<file path="config.mk">
export PLATFORM = sky130hd
export DESIGN_NAME = rpss_pin_select
export DESIGN_NICKNAME = d
export VERILOG_FILES = /design/src/hw/rpss_pkg.sv /design/src/hw/rpss_slot_if.sv /design/src/hw/rpss_pin_select.sv /design/src/hw/rpss_out_slot.sv
export SDC_FILE = /design/constraint.sdc
export NUM_CORES = 1
export LEC_CHECK = 0
export BUFFER_PORTS_ARGS = -buffer_cell sky130_fd_sc_hd__buf_2
export CAP_MARGIN = 5
export CORE_MARGIN = 2
export CORE_UTILIZATION = 40
export DETAILED_ROUTE_END_ITERATION = 6
export GPL_TIMING_DRIVEN = 1
export PLACE_DENSITY_LB_ADDON = 0.15
export SLEW_MARGIN = 15
export SYNTH_ARGS = -nofsm -noshare
export SYNTH_HDL_FRONTEND = slang
export SYNTH_SLANG_ARGS = --single-unit
export TNS_END_PERCENT = 5
</file>
<file path="constraint.sdc">
create_clock -name ref_clk -period 3.1 [get_ports ref_clk]
set_input_delay 0.62 -clock ref_clk [delete_from_list [all_inputs] [get_ports ref_clk]]
set_output_delay 0.62 -clock ref_clk [all_outputs]
set_load 0.03 [all_outputs]
</file>
<file path="src/hw/rpss_pkg.sv">
// Package of register map, field layout and source codes for the pin select slice
// Notes on behaviour
// The second SENT input follows the source named by an 8-bit code: 181 is the highest input pin, 1 is comparator one, 0 is ground.
// Bits 13 to 8 of the first output map select the function driving remappable pin 35.
// Bits 5 to 0 of the first output map select the function driving remappable pin 20.
// Bits 13 to 8 of the second output map select the function driving remappable pin 37.
// Bits 5 to 0 of the second output map select the function driving remappable pin 36.
// Unimplemented bits read as zero and ignore writes in all three maps.
// Every selector field clears to zero on reset, grounding the input and zeroing each output code.
package rpss_pkg;

    // ********************************
    // Register offsets (byte addresses)
    // ********************************
    localparam logic [7:0]  OFS_SENT_MAP       = 8'h00;
    localparam logic [7:0]  OFS_OUT_MAP_0      = 8'h04;
    localparam logic [7:0]  OFS_OUT_MAP_1      = 8'h08;

    // ********************************
    // Field layout and reset values
    // ********************************
    localparam int          SENT_CODE_W        = 8;
    localparam int          SENT_CODE_LSB      = 0;
    localparam int          FUNC_CODE_W        = 6;
    localparam int          FUNC_HI_LSB        = 8;
    localparam int          FUNC_LO_LSB        = 0;
    localparam int          FUNC_COUNT         = 64;
    localparam int          SLOT_COUNT         = 4;
    localparam logic [15:0] SENT_MAP_MASK      = 16'h00ff;
    localparam logic [15:0] OUT_MAP_MASK       = 16'h3f3f;
    localparam logic [15:0] SENT_MAP_RESET     = 16'h0000;
    localparam logic [15:0] OUT_MAP_RESET      = 16'h0000;

    // ********************************
    // Source and function codes
    // ********************************
    localparam logic [7:0]  SRC_GROUND         = 8'h00;
    localparam logic [7:0]  SRC_COMPARATOR     = 8'h01;
    localparam logic [7:0]  SRC_HIGHEST_PIN    = 8'hb5;
    localparam logic [5:0]  FUNC_NONE          = 6'h00;

endpackage

</file>
<file path="src/hw/rpss_slot_if.sv">
// Interface between the register block and one output pin slot
interface rpss_slot_if;
    import rpss_pkg::*;
    logic [FUNC_CODE_W-1:0] code;
    logic [FUNC_COUNT-1:0]  funcs;
    logic                   pinOut;
    logic                   pinDrive;

    modport slot
    (
        input  code,
        input  funcs,
        output pinOut,
        output pinDrive
    );

    modport owner
    (
        output code,
        output funcs,
        input  pinOut,
        input  pinDrive
    );
endinterface

</file>
<file path="src/hw/rpss_pin_select.sv">
// Top of the remappable pin select slice with its Wishbone register file
//
// Local design decisions: register access over Wishbone and the register offsets.
module rpss_pin_select
    import rpss_pkg::*;
#(
    parameter int HIGHEST_INPUT_CODE = 181
)
(
    input  wire logic                          ref_clk,
    input  wire logic                          sys_rst,
    input  wire logic [7:0]                    wb_adr_i,
    input  wire logic [31:0]                   wb_dat_i,
    output logic      [31:0]                   wb_dat_o,
    input  wire logic [3:0]                    wb_sel_i,
    input  wire logic                          wb_we_i,
    input  wire logic                          wb_cyc_i,
    input  wire logic                          wb_stb_i,
    output logic                               wb_ack_o,
    input  wire logic [HIGHEST_INPUT_CODE:2]   inputPins,
    input  wire logic                          comparatorOne,
    input  wire logic [FUNC_COUNT-1:0]         periphFunc,
    output logic                               sent2Input,
    output logic      [SLOT_COUNT-1:0]         remapPinOut,
    output logic      [SLOT_COUNT-1:0]         remapPinOe
);

    // ********************************
    // Elaboration checks
    // ********************************
    // Codes are 8 bits wide, so sources above 255 cannot be named
    if (HIGHEST_INPUT_CODE < 2 || HIGHEST_INPUT_CODE > 255)
    begin : gCheck
        $error("HIGHEST_INPUT_CODE out of range");
    end

    // ********************************
    // Helpers
    // ********************************
    function automatic logic addr_hit(input logic [7:0] adr, input logic [7:0] ofs);
        addr_hit = (adr[7:2] == ofs[7:2]);
    endfunction

    function automatic logic [15:0] lane_merge(input logic [15:0] old,
                                               input logic [31:0] wdata,
                                               input logic [3:0]  sel,
                                               input logic [15:0] mask);
        logic [15:0] merged;
        merged[7:0]  = sel[0] ? wdata[7:0]  : old[7:0];
        merged[15:8] = sel[1] ? wdata[15:8] : old[15:8];
        lane_merge   = merged & mask;
    endfunction

    // ********************************
    // Bus slave and map registers
    // ********************************
    logic [15:0] sentMap;
    logic [15:0] outMap0;
    logic [15:0] outMap1;
    logic [15:0] next_sentMap;
    logic [15:0] next_outMap0;
    logic [15:0] next_outMap1;
    logic        next_ack;
    logic [31:0] next_rdData;
    logic        busReq;
    logic        busWrite;

    // One request is answered one cycle later; ack can never stand two cycles
    always_comb
    begin
        busReq       = wb_cyc_i && wb_stb_i && !wb_ack_o;
        busWrite     = busReq && wb_we_i;
        next_ack     = busReq;
        next_sentMap = sentMap;
        next_outMap0 = outMap0;
        next_outMap1 = outMap1;
        next_rdData  = 32'h0000_0000;
        if (busWrite && addr_hit(wb_adr_i, OFS_SENT_MAP))
        begin
            next_sentMap = lane_merge(sentMap, wb_dat_i, wb_sel_i, SENT_MAP_MASK);
        end
        if (busWrite && addr_hit(wb_adr_i, OFS_OUT_MAP_0))
        begin
            next_outMap0 = lane_merge(outMap0, wb_dat_i, wb_sel_i, OUT_MAP_MASK);
        end
        if (busWrite && addr_hit(wb_adr_i, OFS_OUT_MAP_1))
        begin
            next_outMap1 = lane_merge(outMap1, wb_dat_i, wb_sel_i, OUT_MAP_MASK);
        end
        // Unmapped reads answer with zero rather than stalling the bus
        if (busReq && !wb_we_i)
        begin
            if (addr_hit(wb_adr_i, OFS_SENT_MAP))
            begin
                next_rdData = {16'h0000, sentMap & SENT_MAP_MASK};
            end
            else if (addr_hit(wb_adr_i, OFS_OUT_MAP_0))
            begin
                next_rdData = {16'h0000, outMap0 & OUT_MAP_MASK};
            end
            else if (addr_hit(wb_adr_i, OFS_OUT_MAP_1))
            begin
                next_rdData = {16'h0000, outMap1 & OUT_MAP_MASK};
            end
            else
            begin
                next_rdData = 32'h0000_0000;
            end
        end
    end

    always_ff @(posedge ref_clk)
    begin
        if (sys_rst)
        begin
            sentMap  <= SENT_MAP_RESET;
            outMap0  <= OUT_MAP_RESET;
            outMap1  <= OUT_MAP_RESET;
            wb_ack_o <= 1'b0;
            wb_dat_o <= 32'h0000_0000;
        end
        else
        begin
            sentMap  <= next_sentMap;
            outMap0  <= next_outMap0;
            outMap1  <= next_outMap1;
            wb_ack_o <= next_ack;
            wb_dat_o <= next_rdData;
        end
    end

    // ********************************
    // Input source selection
    // ********************************
    logic [HIGHEST_INPUT_CODE:0] srcMeta;
    logic [HIGHEST_INPUT_CODE:0] srcSync;
    logic [SENT_CODE_W-1:0]      sent2Code;
    logic                        next_sent2Input;

    assign sent2Code = sentMap[SENT_CODE_LSB +: SENT_CODE_W];

    // Pins and comparator are asynchronous; code 0 lands on a flop tied low
    always_ff @(posedge ref_clk)
    begin
        if (sys_rst)
        begin
            srcMeta <= '0;
            srcSync <= '0;
        end
        else
        begin
            srcMeta <= {inputPins, comparatorOne, 1'b0};
            srcSync <= srcMeta;
        end
    end

    always_comb
    begin
        next_sent2Input = 1'b0;
        if (sent2Code != SRC_GROUND && 32'(sent2Code) <= HIGHEST_INPUT_CODE)
        begin
            next_sent2Input = srcSync[sent2Code];
        end
    end

    always_ff @(posedge ref_clk)
    begin
        if (sys_rst)
        begin
            sent2Input <= 1'b0;
        end
        else
        begin
            sent2Input <= next_sent2Input;
        end
    end

    // ********************************
    // Output pin slots: 0 pin 20, 1 pin 35, 2 pin 36, 3 pin 37
    // ********************************
    rpss_slot_if slotIf [SLOT_COUNT] ();

    assign slotIf[0].code = outMap0[FUNC_LO_LSB +: FUNC_CODE_W];
    assign slotIf[1].code = outMap0[FUNC_HI_LSB +: FUNC_CODE_W];
    assign slotIf[2].code = outMap1[FUNC_LO_LSB +: FUNC_CODE_W];
    assign slotIf[3].code = outMap1[FUNC_HI_LSB +: FUNC_CODE_W];

    for (genvar s = 0; s < SLOT_COUNT; s++)
    begin : gSlot
        assign slotIf[s].funcs = periphFunc;
        assign remapPinOut[s]  = slotIf[s].pinOut;
        assign remapPinOe[s]   = slotIf[s].pinDrive;
        rpss_out_slot uSlot
        (
            .ref_clk (ref_clk),
            .sys_rst (sys_rst),
            .slotIf  (slotIf[s])
        );
    end
endmodule

</file>
<file path="src/hw/rpss_out_slot.sv">
// One remappable output pin: function select and output register
module rpss_out_slot
    import rpss_pkg::*;
(
    input  wire logic ref_clk,
    input  wire logic sys_rst,
    rpss_slot_if.slot slotIf
);

    logic pinOut;
    logic pinDrive;
    logic next_pinOut;
    logic next_pinDrive;
    logic selFunc;

    // Code zero leaves the pin undriven by any peripheral
    always_comb
    begin
        selFunc       = slotIf.funcs[slotIf.code];
        next_pinOut   = (slotIf.code == FUNC_NONE) ? 1'b0 : selFunc;
        next_pinDrive = (slotIf.code != FUNC_NONE);
    end

    always_ff @(posedge ref_clk)
    begin
        if (sys_rst)
        begin
            pinOut   <= 1'b0;
            pinDrive <= 1'b0;
        end
        else
        begin
            pinOut   <= next_pinOut;
            pinDrive <= next_pinDrive;
        end
    end

    assign slotIf.pinOut   = pinOut;
    assign slotIf.pinDrive = pinDrive;
endmodule

</file>
==> results.json, run 1 <==
{
  "tightest_slew_ns": 0.6671,
  "utilization": 0.4873,
  "period_share": 0.8148,
  "avgSynthCellArea_um2": 12.27,
  "rows": 72,
  "layout_commonest_cell": "dfxtp_1",
  "grt_pass1_wl_mm": 54.12,
  "clk_pin_slew_ns": 0.06,
  "grt_pass1_vias": 9711,
  "cts_setup_buffers": 0,
  "synth_area_um2": 15510,
  "first_pass_iters": 5,
  "arrival_ns": 2.97,
  "worst_path_largest_cell_delay_ns": 0.62,
  "cts_tree": "built",
  "dr_total_vias": 9724,
  "r2r-end": "gSlot[2].uSlot.slotIf.pinOut",
  "min_path_cells": 2,
  "wl_mm": 34.74,
  "ant_nets": 0,
  "synth.top_cell.area_share": 0.5395,
  "maxSlewHeadroom": 0.5552,
  "crit_fanout": 19,
  "skew_ns": 0.01668,
  "synth_top_cell_by_area": "dfxtp_1",
  "reg2reg_depth": 5,
  "final.hold.worst_slack_ns": 0.2629,
  "synth_area_leaders": "dfxtp_1 54%, mux4_2 18%, nor2b_1 15%",
  "critPathSlowestCell": "mux4_1",
  "die_y_um": 200.9,
  "drive_gt1_frac": 0.3303,
  "path_cells": "buf_4, mux4_1, mux4_2, mux4_2, and2_1",
  "layout.cells.most_common_list": "415 x dfxtp_1, 365 x nor2b_1, 294 x buf_2",
  "cts_sinks": 418,
  "die_x_um": 200.9,
  "critPathLaunchType": "register",
  "io_buffers": 295,
  "rr_startpoint": "outMap1[0]",
  "status": "completed",
  "final_hold_viol_count": 0,
  "synth-seq-cells": 418,
  "critical_path.most_common_cell": "mux4_2",
  "p_total_mw": 11.46,
  "antenna_found_initial": 2,
  "path_class": "register to register",
  "fin_ws_ns": 0.5740,
  "ys_seq_area_frac": 0.5395,
  "cts_buffer_depth": 3,
  "ir_drop_v": 0.0003302,
  "layout.nets": 1814,
  "maxSlewViolCount": 0,
  "cellPowerDensity_nw_per_um2": 611.4,
  "async_flop_share": 0,
  "cts_root_buf": "clkbuf_16",
  "grt_max_degree": 159,
  "drt_iter0_markers": 498,
  "clkLatencyLatePin_ns": 0.56,
  "rsz0062_at_grt": "no",
  "r2r_setup_slack_ns": 0.57,
  "numCtsBuffers": 44,
  "post-route-min-period_ns": 2.526,
  "synth_flop_cell": "dfxtp_1",
  "io_pins": 336,
  "route.detailed.drc": 0,
  "fill_cells": 3540,
  "coreArea_um2": 38470,
  "min_to": "srcMeta[11]",
  "cts_max_level": 2,
  "path_delay_family": "multiplexers",
  "grt.total_usage": 0.1725,
  "worstHoldStart": "inputPins[11]",
  "dieArea_um2": 40370,
  "wl_per_cell_um": 16.77,
  "ys_types": 46,
  "cts_resized": 0,
  "path_buf_inv": 1,
  "synth-edff-count": 0,
  "start_util": 0.4032,
  "setup_tns_ns": 0,
  "fmax_ghz": 0.3959,
  "synth_warnings": 0,
  "hold_path_class": "input port to register",
  "hpwl_mm": 24.33,
  "setup_violations": 0,
  "routed_via_density": 4.693,
  "cts_hold_buffers": 0,
  "worstPathRequired_ns": 3.54,
  "place_congestion": 0.8003,
  "grt_remaining_overflow": 0,
  "postSynthCellCount": 1264,
  "endpoint_kind": "register",
  "p_leak_nw": 7.329,
  "cap_violations": 0,
  "syn2layout_area_growth_pct": 20.84,
  "dp_slack_ns": 0.5554
}
-- synth_stat cells (all sizes together), types with 2 or more instances --
cell      n
dfxtp   418
nor2b   365
mux4    126
clkbuf   71
buf      53
nand2    41
a21oi    38
nand3    30
nor2     26
mux2i    25
a22oi    18
and2      6
a31oi     4
and3      4
nand2b    4
nor4      4
inv       3
nor3      3
mux2      2
nor3b     2
o211a     2
or4       2
-- kinds of logic after synthesis --
logic type,synth area share
AND/OR/NAND/NOR,0.1855
flip-flops,0.5395
multiplexers,0.2017
buffers and inverters,0.04235
AO/OA/AOI/OAI,0.03065
other,0.0002418
-- report_power, final --
| part | leakage, nW | total (mW) | switching [mW] | internal, mW |
|---|---|---|---|---|
| clock network | 0.714 | 5.19 | 2.07 | 3.12 |
| logic | 3.17 | 0.637 | 0.288 | 0.349 |
| registers | 3.45 | 5.63 | 0.0433 | 5.59 |
| total | 7.33 | 11.5 | 2.40 | 9.06 |
-- worst reg2reg max path: cells and delay by family (launching register included) --
kind          cells  cell delay, ns
mux               3            1.61
buf+inv           1            0.32
flops             1            0.30
simple gates      1            0.18
-- final cells by class --
class	count	area, µm²	share of cell area
clock inverter	15	216.5	0.01155
tap	518	648.1	0.03458
antenna	1	2.502	0.0001335
sequential	418	8377	0.4469
multi-input combinational	736	6550	0.3495
timing repair buffer	317	1702	0.09079
inverter	3	11.26	0.0006008
clock buffer	64	1236	0.06595
-- per-stage QoR --
stage / cells / area, µm²
after floorplan: 1281 / 15570
after global placement: 1992 / 17290
after detailed placement: 1992 / 17290
after CTS: 2071 / 18740
after global routing: 2072 / 18740
final: 2072 / 18740
-- state kept, by name, summed over array words and instances (netlist names) --
register,flops
gSlot.uSlot.slotIf.pinDrive,4
gSlot.uSlot.slotIf.pinOut,4
outMap0,12
outMap1,12
sent2Input,1
sentMap,8
srcMeta,181
srcSync,181
wb_ack_o,1
wb_dat_o,14
-- worst max-delay path by stage --
| stage | startpoint | to | slack, ns | depth (start not counted) |
|---|---|---|---|---|
| 6_report | outMap1[0] | gSlot[2].uSlot.slotIf.pinOut | 0.57 | 5 |
| 5_1_grt | outMap0[0] | gSlot[0].uSlot.slotIf.pinOut | 0.46 | 5 |
| 4_1_cts | outMap0[0] | gSlot[0].uSlot.slotIf.pinOut | 0.56 | 5 |
| 3_5_place_dp | periphFunc[61] | gSlot[2].uSlot.slotIf.pinOut | 0.56 | 5 |
| 3_3_place_gp | periphFunc[61] | gSlot[2].uSlot.slotIf.pinOut | 0.57 | 5 |
| 2_1_floorplan | outMap0[9] | gSlot[1].uSlot.slotIf.pinOut | 0.64 | 6 |
-- layer usage --
metal	vias to the layer above	GRT usage	routed length [µm]
met3	59	0.03701	1923
met4	2	0.06296	853
met5	-	0	14
li1	4803	-	-
met2	296	0.2696	15880
met1	4564	0.2362	16070
Power figures use the tool's default switching activity.
==> inputs of run 2 (changes only) <==
clock period = 2.6 ns   (was 3.1 ns; I/O delays follow)
==> results.json, run 2 (same netlist as run 1, synthesis figures left out) <==
{
  "io_buffers": 295,
  "antenna_found_initial": 5,
  "coreArea_um2": 38470,
  "instances_no_fill": 2083,
  "hpwl_mm": 24.48,
  "route.detailed.drc": 0,
  "setup_tns_ns": 0,
  "layout.nets": 1823,
  "die_x_um": 200.9,
  "dr_total_vias": 9763,
  "fmax_ghz": 0.4130,
  "fill_cells": 3569,
  "grt.total_usage": 0.1740,
  "ir_drop_v": 0.0004440,
  "crit_fanout": 17,
  "tightest_slew_ns": 0.5727,
  "dp_cells": 2002,
  "syn2layout_area_growth_pct": 21.61,
  "numCtsBuffers": 43,
  "routed_via_density": 4.687,
  "layout_commonest_cell": "dfxtp_1",
  "cts_root_buf": "clkbuf_16",
  "multi_input_area_um2": 6550,
  "clk_pin_slew_ns": 0.07,
  "dp_slack_ns": 0.1766,
  "drt_iter0_markers": 414,
  "cap_violations": 0,
  "post-route-min-period_ns": 2.421,
  "fin_ws_ns": 0.1789,
  "first_pass_iters": 4,
  "hold_path_class": "input port to register",
  "final_hold_viol_count": 0,
  "dieArea_um2": 40370,
  "endpoint_kind": "register",
  "critPathLaunchType": "register",
  "regArea_um2": 8377,
  "wl_per_cell_um": 16.89,
  "reg_top3": "srcMeta (181), srcSync (181), wb_dat_o (14)",
  "cts_hold_buffers": 0,
  "cts_resized": 0,
  "rows": 72,
  "p_leak_nw": 7.385,
  "start_util": 0.4032,
  "period_share": 0.9312,
  "maxSlewHeadroom": 0.6182,
  "status": "completed",
  "ant_nets": 0,
  "cellPowerDensity_nw_per_um2": 714.2,
  "drive_gt1_frac": 0.3382,
  "place_congestion": 0.8219,
  "cts_setup_buffers": 0,
  "cts_tree": "built",
  "grt_max_degree": 148,
  "utilization": 0.4904,
  "r2r_setup_slack_ns": 0.18,
  "maxSlewViolCount": 0,
  "cts_buffer_depth": 3,
  "cts_sinks": 418,
  "wl_mm": 35.17,
  "worstPathRequired_ns": 3.07,
  "path_class": "register to register",
  "grt_remaining_overflow": 0,
  "cts_max_level": 2,
  "skew_ns": 0.01499,
  "layout.cells.most_common_list": "415 x dfxtp_1, 365 x nor2b_1, 294 x buf_2",
  "io_pins": 336,
  "die_y_um": 200.9,
  "grt_pass1_wl_mm": 54.38,
  "clkLatencyLatePin_ns": 0.56,
  "arrival_ns": 2.89,
  "grt_pass1_vias": 9844,
  "setup_violations": 0,
  "rsz0062_at_grt": "no"
}
[run 2: changes by cell type in the layout (fill, tap and decap cells not counted), moves of 2 or more]
cell and delta:
clkinvlp_4 +2, clkinv_2 +2, buf_4 +3, buf_12 +7
clkbuf_8 +5, diode_2 +3, clkbuf_1 -7, bufinv_16 -3
[run 2: worst max-delay path, cell delays in order, from the launching register on]
cell	delay (ns)
dfxtp_1	0.40
buf_12	0.21
mux4_1	0.58
mux4_2	0.50
mux4_2	0.47
and2_1	0.16
[run 2: where the power goes]
part / leakage [nW] / switching, mW / internal (mW)
Combinational: 3.24 / 0.343 / 0.419
Sequential: 3.45 / 0.0514 / 6.66
Clock: 0.695 / 2.47 / 3.52
Total: 7.38 / 2.87 / 10.6
[run 2: final cells by class]
type                       instances  share of cell area
antenna                            4           0.0005306
clock buffer                      62             0.06779
clock inverter                    15            0.006567
inverter                           3           0.0005970
multi-input combinational        736              0.3472
sequential                       418              0.4441
tap                              518             0.03436
timing repair buffer             327             0.09883
[run 2: worst paths after layout]
path	end	start	cells past startpoint
hold reg to reg	srcSync[105]	srcMeta[105]	1
setup / recovery	gSlot[2].uSlot.slotIf.pinOut	outMap1[0]	5
hold / removal	srcMeta[116]	inputPins[116]	2
setup reg to reg	gSlot[2].uSlot.slotIf.pinOut	outMap1[0]	5
[run 2: metrics by stage]
step | hold slack, ns | cell area (µm²) | power [mW]
floorplan | 0.4138 | 15570 | 7.302
global placement | 0.4183 | 17450 | 7.618
CTS | 0.1327 | 18850 | 13.68
detailed placement | 0.4204 | 17450 | 7.626
global route | 0.1342 | 18860 | 14.03
finish | 0.1651 | 18860 | 13.47
[run 2: metal layers]
layer / share of wire / GRT usage / wire, µm
met5: 0.00034 / 0 / 12
met4: 0.029 / 0.06905 / 1028
met3: 0.058 / 0.03929 / 2032
met2: 0.46 / 0.2685 / 16070
met1: 0.46 / 0.2379 / 16030
